===== src/hdl/rap_defs.svh =====
// Constants for the register access packet server
`ifndef RAP_DEFS_SVH
`define RAP_DEFS_SVH
// ****************************************
// Ports and format
// ****************************************
`define RAP_PORT_MAIN 16'h052c
`define RAP_PORT_LEGACY 16'hc350
`define RAP_VERSION 8'h02
`define RAP_RSVD 8'h00
`define RAP_HDR_BYTES 7
// ****************************************
// Length and count limits
// ****************************************
`define RAP_LEN_MIN 16'h0005
`define RAP_LEN_MAX_UDP 16'h040a
`define RAP_LEN_MAX_TCP 16'h100a
`define RAP_CNT_MAX_UDP 16'h0200
`define RAP_CNT_MAX_TCP 16'h0800
// ****************************************
// Operation codes and queue depth
// ****************************************
`define RAP_OP_MAX 8'h1f
`define RAP_OP_OK 8'h80
`define RAP_OP_FAIL 8'h40
`define RAP_OP_RD_LE 8'h10
`define RAP_OP_WR_LE 8'h11
`define RAP_OP_RD_BE 8'h12
`define RAP_OP_WR_BE 8'h13
`define RAP_PEND_DEPTH 4
`endif


===== src/hdl/rap_pkg.sv =====
// Types for the register access packet server
package rap_pkg;
  typedef enum logic [4:0] {
    RAP_HDR = 5'b00001,
    RAP_ARG = 5'b00010,
    RAP_WDATA = 5'b00100,
    RAP_DRAIN = 5'b01000,
    RAP_DONE = 5'b10000
  } rap_rx_t;
  typedef enum logic [3:0] {
    RAP_IDLE = 4'b0001,
    RAP_THDR = 4'b0010,
    RAP_TDATA = 4'b0100,
    RAP_TEND = 4'b1000
  } rap_tx_t;
endpackage


===== src/hdl/rap_swap.sv =====
// Byte order helper for 16-bit words
`timescale 1ns/100ps
module rap_swap (
  // Word in and order select
  input wire logic [15:0] din,
  input wire logic big,
  // Wire order word out, low byte on wire first
  output logic [15:0] dout
);
  assign dout = big ? {din[7:0], din[15:8]} : din;
endmodule // rap_swap


===== src/hdl/rap_pend.sv =====
// Small in-order queue of pending response headers
`timescale 1ns/100ps
module rap_pend #(
  parameter int W = 56,
  parameter int DEPTH = 4
) (
  // Clock and reset
  input wire logic clk,
  input wire logic sys_rst,
  // Push side
  input wire logic push,
  input wire logic [W-1:0] wdata,
  output logic full,
  // Pop side
  input wire logic pop,
  output logic [W-1:0] rdata,
  output logic empty
);
  localparam int AW = $clog2(DEPTH);
  logic [W-1:0] mem_r [DEPTH];
  logic [AW-1:0] wp_r;
  logic [AW-1:0] rp_r;
  logic [AW:0] cnt_r;
  assign full = (cnt_r == (AW+1)'(DEPTH));
  assign empty = (cnt_r == '0);
  assign rdata = mem_r[rp_r];
  always_ff @(posedge clk) begin
    if (push && !full) begin
      mem_r[wp_r] <= wdata;
    end
  end
  always_ff @(posedge clk) begin
    if (sys_rst) begin
      wp_r <= '0;
      rp_r <= '0;
      cnt_r <= '0;
    end else begin
      if (push && !full) begin
        wp_r <= wp_r + 1'b1;
      end
      if (pop && !empty) begin
        rp_r <= rp_r + 1'b1;
      end
      cnt_r <= cnt_r + (AW+1)'(push && !full) - (AW+1)'(pop && !empty);
    end
  end
endmodule // rap_pend


===== src/hdl/rap_server.sv =====
// Register access packet server: parses requests, returns responses
// Functional notes
// - Accept requests on main port both transports
// - Also accept requests on legacy port
// - Binary values, little endian header words
// - Register data order chosen by operation code
// - No application checksum sent or expected
// - No node address fields in packets
// - Exactly one response per request of two or more bytes
// - Responses leave in request arrival order
// - Response reuses request header layout
// - Length counts bytes after length field
// - Length range 5-1034 UDP, 5-4106 TCP
// - Version byte is 02 both ways
// - Sequence tag echoed unchanged
// - Request codes are one byte, 00-1F
// - Success code is request plus 80
// - Failure code is request plus 40
// - 65536 registers of 16 bits addressable
// - Codes 10-13 read/write LE and BE
// - Register count 1-2048 TCP, 1-512 UDP
`timescale 1ns/100ps
`include "rap_defs.svh"
module rap_server import rap_pkg::*; #(
  parameter int DEPTH = `RAP_PEND_DEPTH
) (
  // Clock and reset
  input wire logic clk,
  input wire logic sys_rst,
  // Request byte stream from transport, one packet per first..last
  input wire logic rx_valid,
  input wire logic [7:0] rx_data,
  input wire logic rx_first,
  input wire logic rx_last,
  input wire logic rx_is_tcp,
  input wire logic [15:0] rx_dst_port,
  output logic rx_ready,
  // Response byte stream to transport
  output logic tx_valid,
  output logic [7:0] tx_data,
  output logic tx_last,
  input wire logic tx_ready,
  // Register space access
  output logic reg_we,
  output logic reg_re,
  output logic [15:0] reg_addr,
  output logic [15:0] reg_wdata,
  input wire logic [15:0] reg_rdata,
  // Status
  output logic drop_pulse
);
  // ****************************************
  // Receive side
  // ****************************************
  rap_rx_t rx_st_r;
  logic [3:0] idx_r;
  logic [15:0] len_r;
  logic [15:0] bcnt_r;
  logic [7:0] ver_r;
  logic [15:0] tag_r;
  logic [7:0] op_r;
  logic [15:0] addr_r;
  logic [15:0] cnt_r;
  logic [15:0] wcnt_r;
  logic [7:0] lo_r;
  logic tcp_r;
  logic port_ok;
  logic rx_take;
  logic hdr_bad;
  logic req_ok;
  logic is_rw;
  logic is_wr;
  logic big;
  logic [15:0] len_max;
  logic [15:0] cnt_max;
  logic [15:0] want_len;
  logic [15:0] wire_word;
  logic [15:0] wr_word;
  logic pend_full;
  logic pend_empty;
  logic pend_pop;
  logic [50:0] pend_wdata;
  logic [50:0] pend_rdata;
  logic push_r;
  logic drop_r;
  logic re_r;
  logic we_r;
  logic [15:0] raddr_r;
  logic [15:0] wdat_r;

  assign port_ok = (rx_dst_port == `RAP_PORT_MAIN) ||
                   (rx_dst_port == `RAP_PORT_LEGACY);
  // Stall the stream while the pending queue cannot take a header
  // Write data waits for earlier replies, so older reads see old data
  assign rx_ready = (rx_st_r != RAP_DONE) && !pend_full &&
                    !(rx_st_r == RAP_WDATA && !pend_empty);
  assign rx_take = rx_valid && rx_ready;
  assign len_max = tcp_r ? `RAP_LEN_MAX_TCP : `RAP_LEN_MAX_UDP;
  assign cnt_max = tcp_r ? `RAP_CNT_MAX_TCP : `RAP_CNT_MAX_UDP;
  assign is_rw = (op_r >= `RAP_OP_RD_LE) && (op_r <= `RAP_OP_WR_BE);
  assign is_wr = (op_r == `RAP_OP_WR_LE) || (op_r == `RAP_OP_WR_BE);
  assign big = (op_r == `RAP_OP_RD_BE) || (op_r == `RAP_OP_WR_BE);
  // expected length: header after length plus address and count, plus two bytes per word on writes
  assign want_len = is_wr ? 16'(16'h000a + {cnt_r[14:0], 1'b0}) : 16'h000a;
  assign hdr_bad = (ver_r != `RAP_VERSION) || (len_r < `RAP_LEN_MIN) ||
                   (len_r > len_max) || (op_r > `RAP_OP_MAX) || !is_rw;
  assign req_ok = !hdr_bad && (cnt_r != 16'h0000) && (cnt_r <= cnt_max) &&
                  (len_r == want_len);

  rap_swap u_wr_swap (
    .din({rx_data, lo_r}),
    .big(big),
    .dout(wr_word)
  );

  always_ff @(posedge clk) begin
    if (sys_rst) begin
      rx_st_r <= RAP_HDR;
      idx_r <= 4'h0;
      len_r <= 16'h0000;
      bcnt_r <= 16'h0000;
      ver_r <= 8'h00;
      tag_r <= 16'h0000;
      op_r <= 8'h00;
      addr_r <= 16'h0000;
      cnt_r <= 16'h0000;
      wcnt_r <= 16'h0000;
      lo_r <= 8'h00;
      tcp_r <= 1'b0;
      push_r <= 1'b0;
      drop_r <= 1'b0;
      we_r <= 1'b0;
      wdat_r <= 16'h0000;
    end else begin
      push_r <= 1'b0;
      drop_r <= 1'b0;
      we_r <= 1'b0;
      case (rx_st_r)
        RAP_HDR: begin
          if (rx_take) begin
            if (rx_first) begin
              idx_r <= 4'h1;
              len_r <= {8'h00, rx_data};
              tcp_r <= rx_is_tcp;
              op_r <= 8'hff;
              cnt_r <= 16'h0000;
              if (!port_ok) begin
                drop_r <= 1'b1;
                rx_st_r <= rx_last ? RAP_HDR : RAP_DRAIN;
              end
            end else begin
              idx_r <= idx_r + 4'h1;
              case (idx_r)
                4'h1: len_r[15:8] <= rx_data;
                4'h3: ver_r <= rx_data;
                4'h4: tag_r[7:0] <= rx_data;
                4'h5: tag_r[15:8] <= rx_data;
                4'h6: op_r <= rx_data;
                default: ;
              endcase
              if (idx_r == 4'h6) begin
                rx_st_r <= rx_last ? RAP_DONE : RAP_ARG;
              end else if (rx_last) begin
                // Runt packet of two to six bytes still answered with failure
                rx_st_r <= RAP_DONE;
              end
            end
          end
        end
        RAP_ARG: begin
          if (rx_take) begin
            idx_r <= idx_r + 4'h1;
            // address and count follow the data order
            case (idx_r)
              4'h8: lo_r <= rx_data;
              4'h9: addr_r <= big ? {lo_r, rx_data} : {rx_data, lo_r};
              4'ha: lo_r <= rx_data;
              4'hb: cnt_r <= big ? {lo_r, rx_data} : {rx_data, lo_r};
              default: ;
            endcase
            if (rx_last) begin
              rx_st_r <= RAP_DONE;
            end else if (idx_r == 4'hb && is_wr) begin
              bcnt_r <= 16'h0000;
              wcnt_r <= 16'h0000;
              rx_st_r <= RAP_WDATA;
            end else if (idx_r == 4'hb) begin
              rx_st_r <= RAP_DRAIN;
            end
          end
        end
        RAP_WDATA: begin
          if (rx_take) begin
            bcnt_r <= bcnt_r + 16'h0001;
            if (bcnt_r[0]) begin
              // writes only when the whole request is sound
              if (!hdr_bad && cnt_r != 16'h0000 && cnt_r <= cnt_max &&
                  len_r == want_len && wcnt_r < cnt_r) begin
                we_r <= 1'b1;
                wdat_r <= wr_word;
              end
              wcnt_r <= wcnt_r + 16'h0001;
            end else begin
              lo_r <= rx_data;
            end
            if (rx_last) begin
              rx_st_r <= RAP_DONE;
            end
          end
        end
        RAP_DRAIN: begin
          if (rx_take && rx_last) begin
            rx_st_r <= drop_r ? RAP_HDR : RAP_DONE;
          end
        end
        RAP_DONE: begin
          // one queue entry per received request
          push_r <= 1'b1;
          rx_st_r <= RAP_HDR;
        end
        default: rx_st_r <= RAP_HDR;
      endcase
    end
  end

  // Stray-port drain needs to remember a dropped packet across bytes
  logic drop_hold_r;
  always_ff @(posedge clk) begin
    if (sys_rst) begin
      drop_hold_r <= 1'b0;
    end else if (drop_r) begin
      drop_hold_r <= 1'b1;
    end else if (rx_st_r == RAP_HDR) begin
      drop_hold_r <= 1'b0;
    end
  end
  assign drop_pulse = drop_r;

  // ok flag, big flag, tag, code, address, count
  assign pend_wdata = {req_ok, big, tag_r, op_r[4:0], addr_r,
                       (req_ok && !is_wr) ? cnt_r[11:0] : 12'h000};

  rap_pend #(
    .W(51),
    .DEPTH(DEPTH)
  ) u_pend (
    .clk(clk),
    .sys_rst(sys_rst),
    .push(push_r && (rx_st_r == RAP_HDR) && !drop_hold_r),
    .wdata(pend_wdata),
    .full(pend_full),
    .pop(pend_pop),
    .rdata(pend_rdata),
    .empty(pend_empty)
  );

  // ****************************************
  // Transmit side
  // ****************************************
  rap_tx_t tx_st_r;
  logic [3:0] tidx_r;
  logic [11:0] rleft_r;
  logic [15:0] rdw_r;
  logic hi_r;
  logic tv_r;
  logic [7:0] td_r;
  logic tl_r;
  logic [15:0] rlen;
  logic [7:0] rop;
  logic [15:0] rd_word;
  logic p_ok;
  logic p_big;
  logic [15:0] p_tag;
  logic [4:0] p_op;
  logic [15:0] p_addr;
  logic [11:0] p_cnt;
  logic tx_adv;

  assign {p_ok, p_big, p_tag, p_op, p_addr, p_cnt} = pend_rdata;
  assign rop = p_ok ? (`RAP_OP_OK | {3'b000, p_op}) :
                      (`RAP_OP_FAIL | {3'b000, p_op});
  // response length: five bytes, or six with pad plus read data
  assign rlen = (p_cnt == 12'h000) ? 16'h0005 :
                16'(16'h0006 + {3'b000, p_cnt, 1'b0});
  assign tx_adv = !tv_r || tx_ready;
  assign pend_pop = (tx_st_r == RAP_TEND) && tx_adv;

  rap_swap u_rd_swap (
    .din(reg_rdata),
    .big(p_big),
    .dout(rd_word)
  );

  always_ff @(posedge clk) begin
    if (sys_rst) begin
      tx_st_r <= RAP_IDLE;
      tidx_r <= 4'h0;
      rleft_r <= 12'h000;
      rdw_r <= 16'h0000;
      hi_r <= 1'b0;
      tv_r <= 1'b0;
      td_r <= 8'h00;
      tl_r <= 1'b0;
      re_r <= 1'b0;
      raddr_r <= 16'h0000;
    end else begin
      re_r <= 1'b0;
      if (tv_r && tx_ready) begin
        tv_r <= 1'b0;
        tl_r <= 1'b0;
      end
      case (tx_st_r)
        RAP_IDLE: begin
          if (!pend_empty) begin
            tidx_r <= 4'h0;
            rleft_r <= p_cnt;
            raddr_r <= p_addr;
            tx_st_r <= RAP_THDR;
          end
        end
        RAP_THDR: begin
          if (tx_adv) begin
            tv_r <= 1'b1;
            tidx_r <= tidx_r + 4'h1;
            case (tidx_r)
              4'h0: td_r <= rlen[7:0];
              4'h1: td_r <= rlen[15:8];
              4'h2: td_r <= `RAP_RSVD;
              4'h3: td_r <= `RAP_VERSION;
              4'h4: td_r <= p_tag[7:0];
              4'h5: td_r <= p_tag[15:8];
              4'h6: td_r <= rop;
              default: td_r <= `RAP_RSVD;
            endcase
            if (tidx_r == 4'h6 && rleft_r == 12'h000) begin
              tl_r <= 1'b1;
              tx_st_r <= RAP_TEND;
            end else if (tidx_r == 4'h7) begin
              // pad byte keeps read data word aligned
              hi_r <= 1'b0;
              re_r <= 1'b1;
              tx_st_r <= RAP_TDATA;
            end
          end
        end
        RAP_TDATA: begin
          // Read data is taken at the end of the strobe cycle; one byte per slot
          if (re_r) begin
            rdw_r <= rd_word;
          end else if (tx_adv) begin
            tv_r <= 1'b1;
            hi_r <= !hi_r;
            td_r <= hi_r ? rdw_r[15:8] : rdw_r[7:0];
            if (hi_r) begin
              rleft_r <= rleft_r - 12'h001;
              raddr_r <= raddr_r + 16'h0001;
              if (rleft_r == 12'h001) begin
                tl_r <= 1'b1;
                tx_st_r <= RAP_TEND;
              end else begin
                re_r <= 1'b1;
              end
            end
          end
        end
        RAP_TEND: begin
          if (tx_adv) begin
            tx_st_r <= RAP_IDLE;
          end
        end
        default: tx_st_r <= RAP_IDLE;
      endcase
    end
  end

  // no checksum or node fields on the wire
  assign tx_valid = tv_r;
  assign tx_data = td_r;
  assign tx_last = tl_r;
  assign reg_re = re_r;
  assign reg_we = we_r;
  assign reg_wdata = wdat_r;

  // write address walks the 16-bit space
  logic [15:0] waddr_r;
  always_ff @(posedge clk) begin
    if (sys_rst) begin
      waddr_r <= 16'h0000;
    end else if (rx_st_r == RAP_ARG && idx_r == 4'h9 && rx_take) begin
      waddr_r <= big ? {lo_r, rx_data} : {rx_data, lo_r};
    end else if (we_r) begin
      waddr_r <= waddr_r + 16'h0001;
    end
  end
  assign reg_addr = we_r ? waddr_r : raddr_r;
endmodule // rap_server


===== config.mk =====
export PLATFORM = sky130hd
export DESIGN_NAME = rap_server
export DESIGN_NICKNAME = d
export VERILOG_FILES = /design/src/hdl/rap_pkg.sv /design/src/hdl/rap_swap.sv /design/src/hdl/rap_pend.sv /design/src/hdl/rap_server.sv
export VERILOG_INCLUDE_DIRS = /design/src /design/src/hdl
export SDC_FILE = /design/constraint.sdc
export NUM_CORES = 1
export LEC_CHECK = 0
export BUFFER_PORTS_ARGS = -buffer_cell sky130_fd_sc_hd__buf_2
export CORE_UTILIZATION = 45
export DETAILED_ROUTE_END_ITERATION = 10
export REMOVE_ABC_BUFFERS = 1
export SYNTH_ARGS = -nofsm -noshare
export SYNTH_HDL_FRONTEND = slang
export SYNTH_HIERARCHICAL = 1
export SYNTH_SLANG_ARGS = --single-unit
export TNS_END_PERCENT = 20

===== constraint.sdc =====
create_clock -name clk -period 9.05 [get_ports clk]
set_input_delay 2.2625 -clock clk [delete_from_list [all_inputs] [get_ports clk]]
set_output_delay 2.2625 -clock clk [all_outputs]
set_load 0.02 [all_outputs]

======== Word level (Yosys, flattened, before mapping) ========
Memory sizes are Yosys's and may differ from the RTL's. A register that Yosys moved wholly into a read port is not among the register bits.
Cells that the tools add are included.
storage, ports and cells
  flip-flop bits (word level) ............. 237
  bits in writable memories ............... 204
  input port bits ......................... 47
  output and inout port bits .............. 46
  memories kept ........................... 1
cells by class
  $add $sub $neg .......................... 13
  $lt $le $gt $ge ......................... 7
  eq/ne operators ......................... 57
  multiplexer cells ....................... 116
  bitwise gates (word level) .............. 5
  reductions and logical operators ........ 75
memories
  name          words  width  rd ports  clocked after memory_dff  wr ports  line            source
  u_pend.mem_r  4      51     1         1                         1         rap_pend.sv:20  logic [W-1:0] mem_r [DEPTH];
operator list
  operator                                                                count
  16-bit two-way mux                                                      20
  16-bit case mux with 2 select lines                                     4
  8-bit two-way mux                                                       13
  12-bit two-way mux                                                      6
  5-bit two-way mux                                                       13
  16-bit by 1-bit adder with 16-bit output (second input constant)        4
  4-bit two-way mux                                                       15
  8-bit case mux with 6 select lines                                      1
  2-bit != test (second input constant)                                   20
  4-bit by 3-bit equality test with 1-bit output (second input constant)  8
  8-bit case mux with 2 select lines                                      2
  1-bit two-way mux                                                       29
  8-bit by 5-bit equality test with 1-bit output (second input constant)  3
  12-bit zero test                                                        2
  12-bit case mux with 2 select lines                                     1
  1-bit logical AND                                                       21
  4-bit equality test (second input constant)                             5
  5-bit case mux with 4 select lines                                      1
  4-bit AND reduction                                                     5
  5-bit AND reduction                                                     4
  3-bit AND reduction                                                     6
  6-bit AND reduction                                                     3
  2-bit nonzero test                                                      9
  4-bit by 16-bit adder with 16-bit output (first input constant)         1
  other kinds (45)                                                        77

======== Logic depth before layout (Yosys ltp) ========
Gate-level depths: netlist (run 1).
  depth in word-level cells ............... 11
  gate-level depth with buffers ........... 14

======== Hierarchy ========
Netlist (run 1), hierarchy kept.
by module, submodules not included
  module      times used  cells an instance  area an instance (um^2)
  rap_server  1           1,505              11,945.2
  rap_pend    1           318                7,900.1
  rap_swap    2           18                 249.0

======== Least setup slack after synthesis (run 1) ========
No wires, ideal clock.
  kind .................................... in2reg
  start ................................... input tx_ready
  end ..................................... register u_pend.cnt_r[2]
  library setup time ...................... 125 ps
  arrival time ............................ 4,076 ps
  data required time ...................... 8,925 ps
  setup slack ............................. 4,850 ps
  stages on the path ...................... 12
  cells stage by stage .................... nor2b_1 -> clkbuf_1 -> nor4_1 -> o31ai_2 -> inv_1 -> ha_1 -> inv_1 -> ha_1 -> fa_1 -> xnor2_1 -> xnor2_1 -> nor2_1
between the ends
  cells in the longest elaborated chain, start to end .. 4
RTL lines
  item                                         line               source
  from (decl)                                  rap_server.sv:42   input wire logic tx_ready,
  1-bit logical OR                             rap_server.sv:285  assign tx_adv = !tv_r || tx_ready;
  1-bit logical AND                            rap_server.sv:286  assign pend_pop = (tx_st_r == RAP_TEND) && tx_adv;
  net pend_pop                                 rap_server.sv:81   logic pend_pop;
  1-bit logical AND                            rap_pend.sv:44     cnt_r <= cnt_r + (AW+1)'(push && !full) - (AW+1)'(pop && !empty);
  3-bit by 1-bit subtractor with 3-bit output  rap_pend.sv:44
  to (signal assigned)                         rap_pend.sv:44
  to (decl)                                    rap_pend.sv:23     logic [AW:0] cnt_r;
The timed path passes the listed nets, and every way through them passes these cells.
A chain may end at the register's enable or synchronous reset.

======== Final worst setup path (run 1) ========
  start ................................... register u_pend.cnt_r[1]
  end ..................................... output rx_ready
between the ends
  cells in the longest elaborated chain, start to end .. 5
RTL lines
  item               line              source
  3-bit zero test    rap_pend.sv:25    assign empty = (cnt_r == '0);
  net pend_empty     rap_server.sv:80  logic pend_empty;
  1-bit zero test    rap_server.sv:96  !(rx_st_r == RAP_WDATA && !pend_empty);
  1-bit logical AND  rap_server.sv:96
  1-bit zero test    rap_server.sv:96
  1-bit logical AND  rap_server.sv:95  assign rx_ready = (rx_st_r != RAP_DONE) && !pend_full &&
  to (decl)          rap_server.sv:37  output logic rx_ready,
The timed path passes the listed nets, and every way through them passes these cells.

==> flow_summary.yaml, run 1 <==
run_status:
  status: "finished, final reports clean"
cts:
  cts_buffers: 46
  hold_buffers: 0
  clk_pin_slew_ns: 0.06
  cts_sinks: 428
  cts.path.max_buffers: 3
  cts_tree: "done"
  cts_resized: 0
  cts-root-buf: "clkbuf_16"
  post_cts_buffers: 0
  worstSkewPairLatency_ns: 0.58
  htreeDepth: 2
timing:
  finalCritPeriodShare: 0.512
  hold_violations: 0
  maxSlewViolCount: 0
  rsz0062_at_grt: "no"
  setup_viol: 0
  finalWorstSetupSlack_ns: 4.42
  period_needed_ns: 4.63
  finalSetupTns_ns: 0
  tightest_slew_ns: 1.20
  skew_ns: 0.0237
  slew_headroom: 0.195
  max_freq_mhz: 216
routing:
  drc: 0
  wl_mm: 49.9
  vias_per_cell: 5.77
  drtIter0Drc: 1144
  avgRoutedWirePerCell_um: 19.8
  vias: 14500
  final_antenna_net_count: 0
  dr.pass1.iters: 5
setup_path:
  crit_family: "simple AND/OR/NAND/NOR gates"
  crit_required_ns: 6.79
  slowest_stage: "nor3_2"
  critPathCaptureType: "primary output"
  path_buf_inv: 1
  worstSetupPathType: "flip-flop to primary output"
  cp.arrival_ns: 2.37
  cpPeakStageDelay_ns: 0.72
  cp-start-kind: "flip-flop"
  crit_chain: "nor3_2 > nor3b_1 > o21a_1 > nor2_1 > buf_2"
  critPathMaxFanout: 8
synthesis:
  syn_avg_cell_area_um2: 10.9
  async_flop_share: 0
  synth_area_mm2: 0.0203
  ys.flop_type: "dfxtp_1"
  ys_seq_area_frac: 0.522
  yosys_register_bits: 428
  ys_types: 83
  synth-edff-count: 204
  ys_warn_count: 6
  synthCells: 1859
cells_and_area:
  layout.nets: 1978
  drive_above_1_share: 0.154
  syn2layout_area_growth_pct: 11.3
  finalNonFillerCells: 2519
floorplan:
  die-area_mm2: 0.0461
  die_x_um: 215
  initial_core_util: 0.458
  die_h_um: 215
  ios: 93
  design.core.area_mm2: 0.0444
  num_rows: 77
power:
  pwr-share-comb: 0.038
  p_seq_frac: 0.492
  clock_power_share: 0.471
  p_int_mw: 3.27
  swShare: 0.212
  ir_worst_vdd_mv: 0.128
  p_leak_nw: 7.81
  switching_power_mw: 0.883
  p_per_area_mw_per_mm2: 184
flow_run:
  maxCapViolations: 0
grt:
  grt_overflow: 0
  grt_pass1_wl_mm: 79.7
  grt_max_degree: 94
  antenna_found_initial: 1
  gr-usage-all-layers: 0.218
  grt_pass1_vias: 14200
placed_design:
  placed_cells: 2433
  port_buffers: 92
  hpwlAfterDp_mm: 33.1
  pre_cts_slack_ns: 4.20
  place_congestion: 0.879
worst_hold_path:
  hp-class: "flip-flop to flip-flop"
## final cells by class
class	count	area, um2
Clock buffer	65	1290
Clock inverter	20	280
Tap cell	592	741
Multi-Input combinational cell	1267	9000
Fill cell	3953	21800
Antenna cell	1	2.50
Timing Repair Buffer	102	542
Inverter	44	165
Sequential cell	428	10600
## kinds of logic (layout without fill, tap and decap cells)
kind of cell	after synthesis	in the layout	share of synthesized area
simple gates	636	636	0.157
flops	428	428	0.522
compound gates	371	371	0.114
mux	168	168	0.121
buf+inv	164	231	0.0379
xor+xnor	50	50	0.0222
fa+ha+maj	42	42	0.0262
other cells	0	1	0
## stage by stage
step / hold WS [ns] / instance area (um2) / total power [mW] / util
after floorplan: 0.427 / 19700 / 2.17 / -
after global placement: 0.441 / 21100 / 2.24 / 0.474
after detailed placement: 0.449 / 21100 / 2.24 / 0.474
after CTS: 0.457 / 22600 / 4.20 / 0.510
after global routing: 0.480 / 22600 / 4.29 / 0.510
final: 0.456 / 22600 / 4.16 / 0.510
## worst register-to-register path: cells and delay by family (launching register included)
kind	cells	cell delay (ns)
simple gates	5	2.60
compound gates	2	0.83
flops	1	0.42
## worst paths after layout
path                   start             endpoint  slack [ns]  depth (start not counted)
max          u_pend/cnt_r[1]             rx_ready        4.42                          5
min                 rdw_r[1]             rdw_r[1]        0.46                          2
max reg2reg          op_r[4]  u_pend/mem_r[0][10]        4.90                          7
min reg2reg         rdw_r[1]             rdw_r[1]        0.46                          2
## power by group through the flow
| stage | sequential [mW] | combinational, mW | clock [mW] |
|---|---|---|---|
| after floorplan | 2.08 | 0.0909 | 0 |
| after global placement | 2.08 | 0.155 | 0 |
| after detailed placement | 2.08 | 0.157 | 0 |
| after CTS | 2.04 | 0.158 | 2.00 |
| after global routing | 2.04 | 0.174 | 2.07 |
| final | 2.04 | 0.158 | 1.96 |
## metal layers
metal / up-vias / track usage / wire length (um)
li1: 6933 / - / -
met1: 7149 / 0.302 / 23000
met4: 0 / 0.0655 / 1040
met2: 388 / 0.357 / 23500
met5: - / 0 / 0
met3: 75 / 0.0264 / 2320
## placed cells by master, fill, tap and decap left out, drive strengths merged, types with 47 or more instances in the layout
master and n:
a21oi 141, buf 102, clkbuf 65, dfxtp 224
edfxtp 204, mux2 50, mux2i 67, mux4 51
nand2 139, nand2b 47, nor2 191, nor3 49
o21ai 62
## state kept, by name, summed over array words and instances (netlist names), 3 cells and up, named ones only
signal        cells
u_pend/mem_r    204
addr_r           16
cnt_r            16
len_r            16
raddr_r          16
rdw_r            16
reg_wdata        16
tag_r            16
waddr_r          16
wcnt_r           16
rleft_r          12
lo_r              8
op_r              8
tx_data           8
ver_r             8
rx_st_r           5
idx_r             4
tidx_r            4
tx_st_r           4
u_pend/cnt_r      3
## cells in the mapped netlist (all sizes together) (4+ instances only)
library cell / count / area (um2)
dfxtp: 224 / 4480
edfxtp: 204 / 6130
nor2: 191 / 717
a21oi: 141 / 706
nand2: 139 / 522
clkbuf: 94 / 353
mux2i: 67 / 671
o21ai: 62 / 310
mux4: 51 / 1150
mux2: 50 / 638
nor3: 49 / 250
nand2b: 47 / 294
inv: 44 / 165
ha: 41 / 513
nand3: 40 / 200
a211oi: 34 / 255
nand4: 27 / 169
buf: 26 / 254
xor2: 26 / 228
a22oi: 24 / 180
xnor2: 23 / 201
and3: 21 / 131
o22ai: 20 / 125
nor4: 19 / 125
o21a: 19 / 143
or3: 17 / 116
nor2b: 16 / 100
nor3b: 14 / 115
and2: 12 / 75.1
a31oi: 11 / 68.8
nor4b: 9 / 85.1
and3b: 8 / 70.1
a21o: 7 / 52.6
nand3b: 6 / 45.0
o31ai: 6 / 50.1
o221ai: 5 / 43.8
a22o: 4 / 35.0
and4: 4 / 35.0
and4b: 4 / 40.0
o211ai: 4 / 30.0
(Power assumes the default switching activity.)
==> inputs of run 2 (changes only) <==
==> constraint.sdc (replaced) <==
create_clock -name clk -period 4.1 [get_ports clk]
set_input_delay 1.025 -clock clk [delete_from_list [all_inputs] [get_ports clk]]
set_output_delay 1.025 -clock clk [all_outputs]
set_load 0.02 [all_outputs]
==> flow_summary.yaml, run 2 (synthesized netlist as in run 1, its figures left out) <==
cts:
  cts_sinks: 428
  cts_resized: 0
  cts_buffers: 47
  worstSkewPairLatency_ns: 0.58
  cts-root-buf: "clkbuf_16"
  hold_buffers: 0
  post_cts_buffers: 0
  htreeDepth: 2
  cts_tree: "done"
  cts.path.max_buffers: 3
  clk_pin_slew_ns: 0.06
setup_path:
  path_buf_inv: 0
  crit_required_ns: 4.59
  crit_top_cell: "a21oi_1"
  worstSetupPathType: "flip-flop to flip-flop"
  critPathCaptureType: "flip-flop"
  cp-start-kind: "flip-flop"
  crit_chain: "a21oi_1 > o221ai_1 > or4b_1 > a21oi_1 > o2111a_1 > and4_1 > mux2i_1"
  critPathMaxFanout: 16
  cp.arrival_ns: 3.96
  slowest_stage: "and4_1"
  crit_family: "simple AND/OR/NAND/NOR gates"
  cpPeakStageDelay_ns: 0.87
placed_design:
  place_congestion: 0.892
  pre_cts_slack_ns: 0.525
  hpwlAfterDp_mm: 34.1
  port_buffers: 92
  placed_area_mm2: 0.0213
floorplan:
  num_rows: 77
  die-area_mm2: 0.0461
  die_h_um: 215
  ios: 93
  design.core.area_mm2: 0.0444
  die_x_um: 215
  initial_core_util: 0.458
worst_hold_path:
  hp-class: "flip-flop to flip-flop"
grt:
  grt_pass1_vias: 14400
  gr-usage-all-layers: 0.221
  grt_max_degree: 87
  grt_overflow: 0
  grt_pass1_wl_mm: 80.2
  antenna_found_initial: 0
cells_and_area:
  drive_above_1_share: 0.163
  layout_common_cells: "222 x dfxtp_1, 204 x edfxtp_1, 190 x nor2_1, 141 x a21oi_1, 139 x nand2_1"
  final_cell_area_mm2: 0.0228
  final_common_cell: "dfxtp_1"
  n_antenna_cell: 0
  layout.nets: 2001
  fillerInstances: 3941
  utilization: 0.513
  largest_reg_flops: 204
  regArea_mm2: 0.0106
  multi_input_area_mm2: 0.00899
  largest_register: "u_pend/mem_r"
  syn2layout_area_growth_pct: 11.9
power:
  p_leak_nw: 7.89
  ir_worst_vdd_mv: 0.291
  p_per_area_mw_per_mm2: 392
routing:
  drc: 0
  dr.pass1.iters: 5
  vias: 14600
  wl_mm: 50.5
  vias_per_cell: 5.75
  final_antenna_net_count: 0
  drtIter0Drc: 1108
  avgRoutedWirePerCell_um: 19.9
timing:
  finalWorstSetupSlack_ns: 0.636
  skew_ns: 0.0210
  period_needed_ns: 3.46
  setup_viol: 0
  tightest_slew_ns: 1.07
  maxSlewViolCount: 0
  slew_headroom: 0.287
  hold_violations: 0
  max_freq_mhz: 289
  finalCritPeriodShare: 0.845
  rsz0062_at_grt: "no"
  finalSetupTns_ns: 0
flow_run:
  maxCapViolations: 0
run_status:
  status: "finished, final reports clean"
-- run 2: changes by cell type in the layout (fill, tap and decap cells not counted), sizes merged --
cell,delta
buf,+22
diode,-1
clkinv,+6
clkinvlp,+3
bufinv,-6
clkbuf,-1
-- run 2: worst paths after layout --
kind | start | end | slack [ns] | cells after the start
hold reg to reg | rdw_r[13] | rdw_r[13] | 0.46 | 2
hold / removal | rdw_r[13] | rdw_r[13] | 0.46 | 2
setup / recovery | cnt_r[2] | reg_wdata[0] | 0.64 | 7
setup reg to reg | cnt_r[2] | reg_wdata[0] | 0.64 | 7
-- run 2: layout make-up --
cell class | instances | area share
clock buffer | 64 | 0.0581
inverter | 44 | 0.00725
timing repair buffer | 124 | 0.0338
multi-input combinational | 1267 | 0.395
clock inverter | 23 | 0.00742
tap | 592 | 0.0325
sequential | 428 | 0.466
-- run 2: stage by stage --
| step | std cells | power (mW) | hold slack [ns] |
|---|---|---|---|
| floorplan | 1739 | 4.79 | 0.427 |
| global placement | 2455 | 4.95 | 0.442 |
| detailed placement | 2455 | 4.96 | 0.449 |
| CTS | 2542 | 9.03 | 0.457 |
| global route | 2542 | 9.25 | 0.472 |
| finish | 2542 | 8.93 | 0.457 |
-- run 2: where the power goes --
part	switching, mW	internal (mW)
logic	0.225	0.135
clock network	1.72	2.34
registers	0.0374	4.47
-- run 2: worst min-delay path: cells and delay by family (launching register included) --
family / cells / cell delay (ns)
flip-flops: 1 / 0.31
AND/OR/NAND/NOR: 1 / 0.05
AO/OA/AOI/OAI: 1 / 0.05
-- run 2: routing by layer --
layer | wire (um) | track usage | vias to the layer above
li1 | - | - | 6985
met1 | 22500 | 0.298 | 7140
met2 | 24200 | 0.369 | 398
met3 | 2710 | 0.0329 | 84
met4 | 1150 | 0.0626 | 0
met5 | 0 | 0 | -
